<file path="config.mk">
export PLATFORM = sky130hd
export DESIGN_NAME = mscd_top
export DESIGN_NICKNAME = d
export VERILOG_FILES = /design/src/include/mscd_pkg.sv /design/src/design/mscd_top.sv
export VERILOG_INCLUDE_DIRS = /design/src /design/src/include
export SDC_FILE = /design/constraint.sdc
export NUM_CORES = 1
export LEC_CHECK = 0
export BUFFER_PORTS_ARGS = -buffer_cell sky130_fd_sc_hd__buf_2
export CAP_MARGIN = 20
export CORE_ASPECT_RATIO = 1.75
export CORE_UTILIZATION = 40
export CTS_CLUSTER_DIAMETER = 100
export DETAILED_ROUTE_END_ITERATION = 10
export PLACE_DENSITY = 0.75
export RECOVER_POWER = 50
export SYNTH_ARGS = -nofsm -noshare
export SYNTH_HDL_FRONTEND = slang
export SYNTH_SLANG_ARGS = --single-unit
</file>
<file path="constraint.sdc">
create_clock -name sys_clk -period 5.9 [get_ports sys_clk]
set_input_delay 1.18 -clock sys_clk [delete_from_list [all_inputs] [get_ports sys_clk]]
set_output_delay 1.18 -clock sys_clk [all_outputs]
set_load 0.05 [all_outputs]
</file>
<file path="src/include/mscd_cfg.svh">
// Constants of the memory-space configuration and program-address decode block.
// Notes on behaviour
// RULE_01 - After any reset, program and data spaces are limited to 64 KB each.
// RULE_02 - Setting bit 1 of the size control register widens program space to 1 MB.
// RULE_03 - Setting bit 0 of the size control register widens data space to 1 MB.
// RULE_04 - Unimplemented size control bits always read back as one.
// RULE_05 - Program bit is writable only after upper unlock nibble gets 5H then 0AH.
// RULE_06 - Data bit is writable only after lower unlock nibble gets 5H then 0AH.
// RULE_07 - Writing 55H then 0AAH unlocks both nibbles for one following write.
// RULE_08 - A set expansion bit takes effect after the following instruction has executed.
// RULE_09 - Size control accepts one write per reset; later writes are ignored.
// RULE_10 - Far jump, call or return without program expansion raises an opcode trap.
// RULE_11 - Sixteen 64 KB segments; code segment selects fetch segment, counter the offset.
// RULE_12 - Table reads and window accesses take the table segment instead.
// RULE_13 - Access pin high: up to 1FFFFH internal, 20000H to FFFFFH external.
// RULE_14 - Access pin low: every program address is fetched externally.
// RULE_15 - Software keeps internal code at or below 1FFFDH; table data to 1FFFFH.
// RULE_16 - External fetch: data port input, three address ports, program strobe active.
// RULE_17 - Software sets bus port secondary functions before using external program area.
// RULE_18 - Segment 0 slots 0000H-0049H and 006AH-0073H hold reset and interrupt vectors.
// RULE_19 - Reset or interrupt loads counter from 2-byte vector, low even, clears segment.
// RULE_20 - With program expansion, interrupt entry stacks code segment; return restores it.
// RULE_21 - Each external program access inserts zero to three wait states as configured.
// RULE_22 - An unlock nibble write out of order restarts that nibble's sequence.
`ifndef MSCD_CFG_SVH
`define MSCD_CFG_SVH
`define MSCD_OFS_CTRL 4'h0
`define MSCD_OFS_UNLOCK 4'h4
`define MSCD_OFS_WAIT 4'h8
`define MSCD_OFS_STATUS 4'hC
`define MSCD_BIT_DATA 0
`define MSCD_BIT_PROG 1
`define MSCD_CTRL_RST 1'b0
`define MSCD_CTRL_ONES 6'h3F
`define MSCD_KEY_FIRST 4'h5
`define MSCD_KEY_SECOND 4'hA
`define MSCD_WAIT_RST 2'h3
`define MSCD_INT_TOP 20'h1FFFF
`define MSCD_SEG_ZERO 4'h0
`define MSCD_VEC_END_A 7'h49
`define MSCD_VEC_BEG_B 7'h6A
`define MSCD_VEC_END_B 7'h73
`endif

</file>
<file path="src/include/mscd_pkg.sv">
// Types of the memory-space configuration and program-address decode block.
package mscd_pkg;
  typedef enum logic [2:0] {
    ST_IDLE, ST_ISSUE, ST_INT, ST_INTCAP, ST_EXT
  } mscd_fsm_t;
  typedef struct packed {
    mscd_fsm_t fsm;
    logic ack;
    logic [7:0] rdata;
    logic ctrl_prog;
    logic ctrl_data;
    logic eff_prog;
    logic eff_data;
    logic pend;
    logic written;
    logic five_hi;
    logic open_hi;
    logic five_lo;
    logic open_lo;
    logic [1:0] wait_cfg;
    logic [3:0] code_seg;
    logic [3:0] tbl_seg;
    logic trap;
    logic [1:0] waitcnt;
    logic [19:0] addr;
    logic vec;
    logic second;
    logic [7:0] vec_lo;
    logic [7:0] fdata;
    logic fvalid;
    logic [15:0] vpc;
    logic vdone;
    logic cs_push;
    logic [3:0] cs_push_val;
  } mscd_state_t;
endpackage

</file>
<file path="src/design/mscd_top.sv">
// Memory-space size control, unlock sequencing and program fetch address decode.
`timescale 1ns/10ps
`default_nettype none
`include "mscd_cfg.svh"
module mscd_top #(
  parameter int ADDR_W = 20
) (
  input wire logic sys_clk,
  input wire logic resetn,
  input wire logic [3:0] avs_address,
  input wire logic avs_read,
  input wire logic avs_write,
  input wire logic [31:0] avs_writedata,
  input wire logic [3:0] avs_byteenable,
  output logic [31:0] avs_readdata,
  output logic avs_waitrequest,
  input wire logic instr_retire,
  input wire logic far_jump_instr,
  input wire logic far_call_instr,
  input wire logic far_return_instr,
  input wire logic interrupt_return_instr,
  input wire logic [3:0] cs_restore,
  input wire logic csr_load,
  input wire logic [3:0] csr_value,
  input wire logic tsr_load,
  input wire logic [3:0] tsr_value,
  input wire logic vector_req,
  input wire logic vector_is_intr,
  input wire logic [6:0] vector_addr,
  input wire logic fetch_req,
  input wire logic fetch_is_table,
  input wire logic [15:0] fetch_offset,
  output logic fetch_busy,
  output logic [7:0] fetch_data,
  output logic fetch_valid,
  output logic [15:0] vector_pc,
  output logic vector_done,
  output logic cs_push,
  output logic [3:0] cs_push_val,
  output logic [3:0] code_segment_reg,
  output logic [3:0] table_segment_reg,
  output logic opcode_trap,
  output logic program_space_expand,
  output logic data_space_expand,
  output logic [16:0] int_mem_addr,
  output logic int_mem_rd,
  input wire logic [7:0] int_mem_data,
  input wire logic external_access_pin,
  input wire logic [7:0] port_data_in,
  output logic port_data_dir_in,
  output logic [7:0] port_addr_lo,
  output logic [7:0] port_addr_mid,
  output logic [3:0] port_addr_hi,
  output logic bus_port_en,
  output logic program_strobe_pin_n
);
  import mscd_pkg::*;

  mscd_state_t s;
  mscd_state_t n;
  logic req;
  logic wr_go;
  logic [7:0] rd_mux;
  logic [7:0] b;
  logic got;
  logic vec_ok;
  logic [3:0] seg;
  logic far_any;

  // The decode and the port split assume exactly a 20-bit program address.
  if (ADDR_W != 20) begin : g_addr_w_check
    $error("mscd_top serves a 20-bit program address only");
  end

  assign req = avs_read | avs_write;
  assign wr_go = avs_write & s.ack;
  assign far_any = far_jump_instr | far_call_instr | far_return_instr;

  // Only even slots inside the two vector regions are honoured.
  assign vec_ok = ~vector_addr[0] & ((vector_addr <= `MSCD_VEC_END_A) | // RULE_18
                  ((vector_addr >= `MSCD_VEC_BEG_B) & (vector_addr <= `MSCD_VEC_END_B)));

  always_comb begin
    case (avs_address)
      `MSCD_OFS_CTRL: rd_mux = {`MSCD_CTRL_ONES, s.ctrl_prog, s.ctrl_data}; // RULE_04
      `MSCD_OFS_WAIT: rd_mux = {6'h00, s.wait_cfg};
      `MSCD_OFS_STATUS: rd_mux = {external_access_pin, s.eff_prog, s.eff_data, s.pend,
                                  s.written, s.open_hi, s.open_lo, 1'b0};
      default: rd_mux = 8'h00;
    endcase
  end

  always_comb begin
    n = s;
    b = 8'h00;
    got = 1'b0;
    seg = `MSCD_SEG_ZERO;
    n.ack = req & ~s.ack;
    n.trap = 1'b0;
    n.fvalid = 1'b0;
    n.vdone = 1'b0;
    n.cs_push = 1'b0;
    if (req & ~s.ack & avs_read) begin
      n.rdata = rd_mux;
    end
    // The larger space waits for the next completed instruction.
    if (s.pend & instr_retire) begin
      n.eff_prog = s.ctrl_prog; // RULE_08
      n.eff_data = s.ctrl_data; // RULE_08
      n.pend = 1'b0;
    end
    if (wr_go & avs_byteenable[0]) begin
      case (avs_address)
        `MSCD_OFS_UNLOCK: begin
          if (avs_writedata[7:4] == `MSCD_KEY_FIRST) begin
            n.five_hi = 1'b1; // RULE_05
            n.open_hi = 1'b0;
          end else if ((avs_writedata[7:4] == `MSCD_KEY_SECOND) & s.five_hi) begin
            n.five_hi = 1'b0;
            n.open_hi = 1'b1; // RULE_05 RULE_07
          end else begin
            n.five_hi = 1'b0; // RULE_22
            n.open_hi = 1'b0;
          end
          if (avs_writedata[3:0] == `MSCD_KEY_FIRST) begin
            n.five_lo = 1'b1; // RULE_06
            n.open_lo = 1'b0;
          end else if ((avs_writedata[3:0] == `MSCD_KEY_SECOND) & s.five_lo) begin
            n.five_lo = 1'b0;
            n.open_lo = 1'b1; // RULE_06 RULE_07
          end else begin
            n.five_lo = 1'b0; // RULE_22
            n.open_lo = 1'b0;
          end
        end
        `MSCD_OFS_CTRL: begin
          if (!s.written) begin
            n.written = 1'b1; // RULE_09
            n.ctrl_prog = avs_writedata[`MSCD_BIT_PROG] & s.open_hi; // RULE_02 RULE_05
            n.ctrl_data = avs_writedata[`MSCD_BIT_DATA] & s.open_lo; // RULE_03 RULE_06
            n.pend = 1'b1;
          end
          n.five_hi = 1'b0;
          n.open_hi = 1'b0;
          n.five_lo = 1'b0;
          n.open_lo = 1'b0;
        end
        `MSCD_OFS_WAIT: begin
          n.wait_cfg = avs_writedata[1:0];
        end
        default: begin
        end
      endcase
    end
    n.trap = far_any & ~s.eff_prog; // RULE_10
    if (csr_load & s.eff_prog) begin
      n.code_seg = csr_value; // RULE_11
    end
    if (tsr_load) begin
      n.tbl_seg = tsr_value;
    end
    if (interrupt_return_instr & s.eff_prog) begin
      n.code_seg = cs_restore; // RULE_20
    end
    case (s.fsm)
      ST_IDLE: begin
        if (vector_req & vec_ok) begin
          n.addr = {13'h0000, vector_addr[6:1], 1'b0};
          n.vec = 1'b1;
          n.second = 1'b0;
          n.code_seg = `MSCD_SEG_ZERO; // RULE_19
          n.cs_push = vector_is_intr & s.eff_prog; // RULE_20
          n.cs_push_val = s.code_seg;
          n.fsm = ST_ISSUE;
        end else if (fetch_req) begin
          seg = fetch_is_table ? s.tbl_seg : s.code_seg; // RULE_12
          if (!s.eff_prog) begin
            seg = `MSCD_SEG_ZERO; // RULE_01
          end
          n.addr = {seg, fetch_offset}; // RULE_11
          n.vec = 1'b0;
          n.fsm = ST_ISSUE;
        end
      end
      ST_ISSUE: begin
        if (!external_access_pin | (s.addr > `MSCD_INT_TOP)) begin
          n.waitcnt = s.wait_cfg; // RULE_21
          n.fsm = ST_EXT; // RULE_13 RULE_14
        end else begin
          n.fsm = ST_INT; // RULE_13
        end
      end
      ST_INT: begin
        n.fsm = ST_INTCAP;
      end
      ST_INTCAP: begin
        b = int_mem_data;
        got = 1'b1;
      end
      ST_EXT: begin
        if (s.waitcnt == 2'h0) begin
          b = port_data_in; // RULE_16
          got = 1'b1;
        end else begin
          n.waitcnt = s.waitcnt - 2'h1; // RULE_21
        end
      end
      default: begin
        n.fsm = ST_IDLE;
      end
    endcase
    if (got) begin
      if (s.vec & !s.second) begin
        n.vec_lo = b; // RULE_19
        n.second = 1'b1;
        n.addr = s.addr + 20'h00001;
        n.fsm = ST_ISSUE;
      end else if (s.vec) begin
        n.vpc = {b, s.vec_lo}; // RULE_19
        n.vdone = 1'b1;
        n.vec = 1'b0;
        n.fsm = ST_IDLE;
      end else begin
        n.fdata = b;
        n.fvalid = 1'b1;
        n.fsm = ST_IDLE;
      end
    end
  end

  always_ff @(posedge sys_clk or negedge resetn) begin
    if (!resetn) begin
      s <= '0;
      s.fsm <= ST_IDLE;
      s.ctrl_prog <= `MSCD_CTRL_RST;
      s.ctrl_data <= `MSCD_CTRL_RST;
      s.eff_prog <= `MSCD_CTRL_RST;
      s.eff_data <= `MSCD_CTRL_RST;
      s.wait_cfg <= `MSCD_WAIT_RST;
    end else begin
      s <= n;
    end
  end

  assign avs_waitrequest = req & ~s.ack;
  assign avs_readdata = {24'h000000, s.rdata};
  assign fetch_busy = (s.fsm != ST_IDLE);
  assign fetch_data = s.fdata;
  assign fetch_valid = s.fvalid;
  assign vector_pc = s.vpc;
  assign vector_done = s.vdone;
  assign cs_push = s.cs_push;
  assign cs_push_val = s.cs_push_val;
  assign code_segment_reg = s.code_seg;
  assign table_segment_reg = s.tbl_seg;
  assign opcode_trap = s.trap;
  assign program_space_expand = s.eff_prog;
  assign data_space_expand = s.eff_data;
  assign int_mem_rd = (s.fsm == ST_INT);
  assign int_mem_addr = s.addr[16:0];
  assign bus_port_en = (s.fsm == ST_EXT); // RULE_16
  assign port_data_dir_in = bus_port_en;
  assign program_strobe_pin_n = ~bus_port_en;
  assign port_addr_lo = bus_port_en ? s.addr[7:0] : 8'h00;
  assign port_addr_mid = bus_port_en ? s.addr[15:8] : 8'h00;
  assign port_addr_hi = bus_port_en ? s.addr[19:16] : 4'h0;
endmodule
`default_nettype wire

</file>
==> results of run 1 <==
==> cells by family after synthesis <==
kind of cell             share of synthesized area
AND/OR/NAND/NOR                              0.172
buffers and inverters                        0.155
AO/OA/AOI/OAI                                0.145
flip-flops                                   0.432
multiplexers                                0.0900
adder cells (fa/ha/maj)                    0.00449
other                                     0.000673
XOR/XNOR                                   0.00157
==> worst paths after layout <==
| path | end | slack, ns | cells past startpoint |
|---|---|---|---|
| worst max-delay path | table_segment_reg[2] | 2.09 | 2 |
| worst min-delay path | avs_readdata[5] | 0.48 | 2 |
| worst max register to register | vector_pc[6] | 3.07 | 6 |
| worst min register to register | avs_readdata[5] | 0.48 | 2 |
| max in group sys_clk | port_addr_hi[2] | 2.36 | 5 |
| min in group asynchronous | vector_pc[9] | 1.49 | 1 |
==> routing by layer <==
metal | global-route usage | wire, microns
met1 | 0.197 | 5060
met5 | 0 | 0
met2 | 0.336 | 7080
met3 | 0.0312 | 546
met4 | 0.0869 | 294
==> cell type report <==
class                   count  area, sq um
fillers                  1358         7330
repair buffers            174          842
well taps                 174          218
clock inverters             6         50.0
inverters                  14         52.6
multi-input cells         375         2390
clock buffers              10          239
flip-flops and latches     96         2400
==> placed cells by master, fill, tap and decap left out, types with 4 or more instances in the layout <==
master and count:
nand2_1 47, nand4b_1 6, and2_1 20, a22oi_1 11, o211ai_1 7, dfrtp_1 94, nor3_1 4, clkbuf_1 25
nand3_1 9, a211oi_1 4, mux2i_1 25, mux2_2 21, conb_1 24, buf_2 147, clkbuf_16 9, o221ai_1 5
a31oi_1 6, nand2b_1 4, inv_1 13, nor4b_1 4, a21oi_1 24, o21ai_0 45, and3_1 9, nor2_1 33
nand4_1 8
==> where the power goes <==
part,internal [mW],total [mW],switching (mW)
clock network,0.304,0.569,0.266
registers,0.901,1.15,0.251
logic,0.422,1.63,1.21
==> metrics by stage <==
step | power, mW | cell area [sq um] | hold WS (ns)
after detailed placement | 2.82 | 5940 | 0.467
after global placement | 2.78 | 5940 | 0.458
after CTS | 3.39 | 6230 | 0.482
after floorplan | 2.66 | 5660 | 0.444
final | 3.35 | 6200 | 0.476
after global routing | 3.54 | 6200 | 0.503
==> metrics.txt, run 1 <==
critical-path cell list=clkbuf_1, clkbuf_2; Setup Skew=0.00925 ns; routed vias=4312; Max Cap Viol=1; cell with the most instances after synthesis=dfrtp_1; Total Routing Usage GR=0.181; RSZ-0062 raised after global routing=no; CP required=6.13 ns; post-synth top area cell=dfrtp_1; Max Fanout on Critical Path=54; Initial Util=0.412; reg2reg start=s[61]; Vias per Instance=5.08; synthesized area=5570 sq um; initial DRC count=182; Max stage delay on crit path=1.56 ns; Place WS=2.60 ns; CTS tree=built; CTS H-tree lvls=3; hold path start=avs_readdata[5]; CTS Hold Bufs=0; Worst Setup End Kind=asynchronous set/reset pin; slew at the pin closest to its max-slew limit=2.23 ns; VDD IR max=0.179 mV; share of the synthesized area in the top cell type=0.422; die width=91.2 microns; Remaining DRCs=0; wire per inst=15.3 microns; Worst Hold Class=flop to flop; Layout Utilization=0.458; vias in the first global route=4029; delay-heaviest family, CP=buffers and inverters; Slew Limit Fails=44; Yosys Warn Count=0; EDFF count, synth=0; leakage power=3.07 nW; Fmax=262 MHz; CTS Buf Count=9; initial antenna violation count=0; period utilization=0.646; Clock Sinks=96; setup ws final=2.09 ns; failing checks=max-capacitance violations, max-slew violations; pin count of the biggest net entering global routing=55; Critical Path Source Type=input pin; P&R area growth vs syn=11.2%; Port-buffer cells=172; clock root buffer=clkbuf_16; Buf+Inv Stages, Crit Path=2; share of layout cells above drive strength 1=0.293; Distinct cells, synth=65; first-pass GRT wire length=20300 microns; #FFs+latches synth=96; # resized after CTS=0; Final Setup Violations=0; total routed wirelength=13000 microns; diode count=0; Post-Synthesis Cells=577; # rows=56; fraction of registers with async set/reset=1.00; critical setup path kind=input pin to asynchronous set/reset pin; Layout Nets=779; Worst Setup SP=resetn; Fin. Hold Viols=0; gr ovfl total=0; placed cells=833; Worst path slowest cell=clkbuf_1; Reg with most FFs=s; GPL Wtd Cong=0.778; Primary FF master, synth=dfrtp_1; num ports=224; sequential area share after synthesis=0.432; pwr dens=541 nW/um^2; final antenna-violating net count=0; Area contributors post-synth=dfrtp_1, buf_4, mux2i_1; Pre-Repair DR Iteration Count=4; Slew HR=-0.487; synth cell count leaders=dfrtp_1, buf_4, nand2_1; post-CTS setup buffers=0; Core Box Area=13500 sq um; die area=14400 sq um; crit path DAT=4.04 ns; Longest Clk Path Bufs=2; synthesized area per cell=9.66 sq um; final setup TNS=0 ns; Post-DP HPWL=9590 microns; Chip Height=158 microns; min Tclk post-route=3.81 ns; worst skew pair latency=0.35 ns; status=finished, violations left; max reg flops=29; CTS clk-pin slew, worst paths=0.07 ns; final std cells w/o fill=849
(Power assumes the default switching activity.)
==> run 2: changes to the inputs <==
==> constraint.sdc (replaced) <==
create_clock -name sys_clk -period 3.9 [get_ports sys_clk]
set_input_delay 0.78 -clock sys_clk [delete_from_list [all_inputs] [get_ports sys_clk]]
set_output_delay 0.78 -clock sys_clk [all_outputs]
set_load 0.05 [all_outputs]
==> run 2 against run 1 <==
Effect of this change:
- flip-flop and latch count is the same
- highest routed layer unchanged
- hold slack barely moved
- sequential share of layout area fell by 0.094 points
- the flow still finishes with violations (max-capacitance violations, max-slew violations)
- routed wire length is 0.69% higher
- largest power group unchanged
- critical endpoint is now port_addr_hi[2]
==> metrics.txt, run 2 (same netlist as run 1, synthesis figures left out) <==
final antenna-violating net count=0; # rows=56; Most common cell on crit path=inv_1; routed vias=4386; CP required=3.12 ns; RSZ-0062 raised after global routing=no; failing checks=max-capacitance violations, max-slew violations; hold path start=s[35]; crit path DAT=2.25 ns; min Tclk post-route=3.03 ns; Vias per Instance=5.15; max reg flops=29; VDD IR max=0.283 mV; Worst path slowest cell=dfrtp_1; initial DRC count=147; Comb pwr share=0.486; Core Box Area=13500 sq um; Layout Nets=781; post-CTS setup buffers=0; Post-DP HPWL=9580 microns; die width=91.2 microns; GPL Wtd Cong=0.778; Fmax=330 MHz; Chip Height=158 microns; Pre-Repair DR Iteration Count=4; Detail Route met3 WL=582 microns; Slew HR=-0.276; leakage power=3.07 nW; Longest Clk Path Bufs=2; die area=14400 sq um; first-pass GRT wire length=20100 microns; sequential fraction of design power=0.344; worst skew pair latency=0.35 ns; Slew Limit Fails=79; Max Fanout on Critical Path=23; Port-buffer cells=172; num ports=224; Worst Setup End Kind=output port; pin count of the biggest net entering global routing=79; total routed wirelength=13100 microns; Initial Util=0.412; clock root buffer=clkbuf_16; critical setup path kind=flop to output port; Reg with most FFs=s; most common cell after layout, fill and taps aside=buf_2; Critical Path Source Type=flop; Max stage delay on crit path=0.48 ns; gr ovfl total=0; Clock power frac=0.171; M1 WL=5120 microns; diode count=0; Worst Hold Class=flop to flop; vias in the first global route=4006; Fin. Hold Viols=0; Worst Setup SP=s[95]; highest routed layer=met4; status=finished, violations left; setup ws final=0.871 ns; Final Setup Violations=0; Place WS=1.17 ns; Total Routing Usage GR=0.181; CTS Buf Count=9; initial antenna violation count=0; most frequent cells in the layout=buf_2, dfrtp_1, nand2_1; CTS Hold Bufs=0; switch share=0.516; share of layout cells above drive strength 1=0.292; period utilization=0.777; P&R area growth vs syn=11.5%; CTS H-tree lvls=3; Max Cap Viol=1; CTS tree=built; Setup Skew=0.00870 ns; met2 wire length=7000 microns; reg2reg start=s[61]; filler instances=1389; # resized after CTS=0; CTS clk-pin slew, worst paths=0.07 ns; final setup TNS=0 ns; Remaining DRCs=0; wire per inst=15.4 microns; Psw=2.62 mW; Clock Sinks=96; slew at the pin closest to its max-slew limit=1.91 ns; Power Internal=2.46 mW; pwr dens=818 nW/um^2; critical-path cell list=inv_1, or3_1, inv_1, and2_1, buf_2
[run 2: changes by cell type in the layout (fill, tap and decap cells not counted)]
cell and change:
buf_2 -2, buf_4 +2, clkbuf_1 +2, clkbuf_8 -1, clkinv_8 +1, or2_0 -1, or2_1 +1
[run 2: worst paths after layout]
path,endpoint,slack [ns],depth (start not counted)
max,port_addr_hi[2],0.87,5
min,s[35],0.48,2
max reg2reg,int_mem_addr[16],1.23,6
min reg2reg,s[35],0.48,2
max in group asynchronous,int_mem_addr[3],1.13,2
min in group asynchronous,s[92],0.95,1
[run 2: critical path: cells and delay by family, from the launching register on]
family                 cells  cell delay, ns
buffers and inverters      3            0.81
and+or+nand+nor            2            0.61
DFF                        1            0.48
[run 2: power groups by stage]
stage	Sequential, mW	Clock [mW]	Combinational (mW)
floorplan	1.64	0	2.39
global placement	1.75	0	2.48
detailed placement	1.76	0	2.51
finish	1.74	0.868	2.47
CTS	1.74	0.886	2.52
global route	1.80	0.923	2.63
[run 2: layout make-up]
class	instances	area (sq um)	area share
sequential	96	2400	0.387
inverter	14	52.6	0.00846
clock inverter	7	66.3	0.0107
tap	174	218	0.0350
clock buffer	9	225	0.0363
timing repair buffer	176	855	0.138
multi-input combinational	375	2390	0.385
[run 2: stage by stage]
| stage | util | instance area (sq um) | total power, mW | hold WS [ns] | std cells |
|---|---|---|---|---|---|
| floorplan | - | 5660 | 4.03 | 0.444 | 600 |
| global placement | 0.441 | 5960 | 4.22 | 0.456 | 835 |
| detailed placement | 0.441 | 5960 | 4.27 | 0.465 | 835 |
| CTS | 0.462 | 6250 | 5.14 | 0.481 | 851 |
| global route | 0.459 | 6210 | 5.36 | 0.499 | 851 |
| finish | 0.459 | 6210 | 5.08 | 0.476 | 851 |
[run 2: layer usage]
metal,track usage,up-vias
met5,0,-
met4,0.0884,0
met3,0.0341,23
met2,0.328,137
met1,0.203,2100
li1,-,2126
==> run 3: changes to the inputs <==
==> constraint.sdc (replaced) <==
create_clock -name sys_clk -period 3.1 [get_ports sys_clk]
set_input_delay 0.62 -clock sys_clk [delete_from_list [all_inputs] [get_ports sys_clk]]
set_output_delay 0.62 -clock sys_clk [all_outputs]
set_load 0.05 [all_outputs]
==> run 3 against run 2 <==
Effect of this change:
- the flow still finishes with violations (max-capacitance violations, max-slew violations)
- worst setup slack worse by 0.68 ns
- count of clock-buffer cells in the layout is 1 higher
- utilization is 0.22 points higher
- final area is 0.48% higher
- critical path depth stayed put
- register-to-register slack worse by 0.51 ns
- sequential share of layout area is 0.19 points lower
==> metrics.txt, run 3 (same netlist as run 1, synthesis figures left out) <==
routing usage on met1=0.200; initial DRC count=131; CTS Hold Bufs=0; Critical Path Source Type=flop; internal reg-to-reg setup slack=0.72 ns; Global Route met2 Usage=0.331; most common cell after layout, fill and taps aside=buf_2; Worst Setup End Kind=output port; reg2reg start=s[61]; Post-DP HPWL=9710 microns; Worst Hold Class=input pin to flop; diode count=0; max reg flops=29; pin count of the biggest net entering global routing=53; slew at the pin closest to its max-slew limit=2.44 ns; total routed wirelength=12900 microns; critical setup path kind=flop to output port; die area=14400 sq um; share of layout cells above drive strength 1=0.293; status=finished, violations left; Chip Height=158 microns; Slew HR=-0.629; most frequent cells in the layout=buf_2, dfrtp_1, nand2_1; final setup TNS=0 ns; # rows=56; filler instances=1364; Fin. Hold Viols=0; pwr dens=1020 nW/um^2; worst r2r path cells=7; initial antenna violation count=0; Setup Skew=0.0121 ns; CTS H-tree lvls=3; hold path endpoint=s[77]; # resized after CTS=0; period utilization=0.939; CP required=2.48 ns; num ports=224; Slew Limit Fails=45; Longest Clk Path Bufs=2; Vias per Instance=5.17; routed vias=4410; CTS Buf Count=9; reg2reg end=vector_pc[5]; Max Cap Viol=1; Clock Sinks=96; hold path start=avs_writedata[7]; Most Crowded Layer GR=met2; P&R area growth vs syn=12.0%; Pre-Repair DR Iteration Count=4; gr ovfl total=0; met3 Use GR=0.0317; vias in the first global route=4040; min Tclk post-route=2.91 ns; Layout Nets=783; Total Routing Usage GR=0.178; Remaining DRCs=0; RSZ-0062 raised after global routing=no; final antenna-violating net count=0; Initial Util=0.412; wire per inst=15.2 microns; first-pass GRT wire length=20100 microns; post-CTS setup buffers=0; clock root buffer=clkbuf_16; CTS tree=built; CTS clk-pin slew, worst paths=0.08 ns; failing checks=max-capacitance violations, max-slew violations; GPL Wtd Cong=0.807; die width=91.2 microns; Max Fanout on Critical Path=23; VDD IR max=0.370 mV; leakage power=3.09 nW; WHS Path Cells=2; Reg with most FFs=s; Core Box Area=13500 sq um; Final Setup Violations=0; Port-buffer cells=172; worst skew pair latency=0.34 ns; Fmax=344 MHz; crit path DAT=2.29 ns; Layout Utilization=0.462
[run 3: changes by cell type in the layout (fill, tap and decap cells not counted)]
| cell | change |
|---|---|
| buf_4 | +2 |
| dfstp_1 | +1 |
| buf_12 | +1 |
| dfstp_2 | -1 |
| clkbuf_2 | -1 |
| buf_2 | +1 |
| clkinv_2 | -1 |
[run 3: final cells by class]
type	count	area (sq um)	share of cell area
clock buffer	10	229	0.0367
clock inverter	6	61.3	0.00982
multi-input combinational	375	2390	0.383
sequential	96	2400	0.385
inverter	14	52.6	0.00842
tap	174	218	0.0349
timing repair buffer	178	886	0.142
[run 3: where the power goes]
group,total [mW],internal (mW),switching [mW]
clock,1.08,0.565,0.520
combinational,3.11,0.817,2.29
sequential,2.19,1.71,0.474
[run 3: worst max path at each step]
| stage | from | endpoint | cells past startpoint |
|---|---|---|---|
| detailed placement | s[95] | port_addr_hi[1] | 5 |
| global route | s[95] | port_addr_lo[2] | 5 |
| finish | s[95] | port_addr_hi[3] | 5 |
| global placement | s[95] | port_addr_hi[1] | 5 |
| floorplan | s[93] | port_addr_hi[0] | 6 |
| CTS | s[95] | port_addr_hi[1] | 5 |
[run 3: routing by layer]
metal	vias up	part of all wire
met5	-	0
met1	2133	0.39
li1	2129	-
met3	17	0.044
met4	0	0.023
met2	131	0.54
[run 3: critical path, stage by stage (launching register included)]
cell and delay (ns):
dfrtp_1 0.47, inv_1 0.10, or3_1 0.39, inv_1 0.50
and2_1 0.22, buf_2 0.27
[run 3: stage by stage]
step           instances  hold WS, ns  power, mW  cell area [sq um]  setup slack, ns
2_1_floorplan        600        0.324       5.07               5660            0.290
3_3_place_gp         837        0.458       5.32               5990            0.590
3_5_place_dp         837        0.465       5.38               5990            0.548
4_1_cts              853        0.283       6.47               6280            0.161
5_1_grt              853        0.469       6.76               6240          0.00607
6_report             853        0.472       6.38               6240            0.189
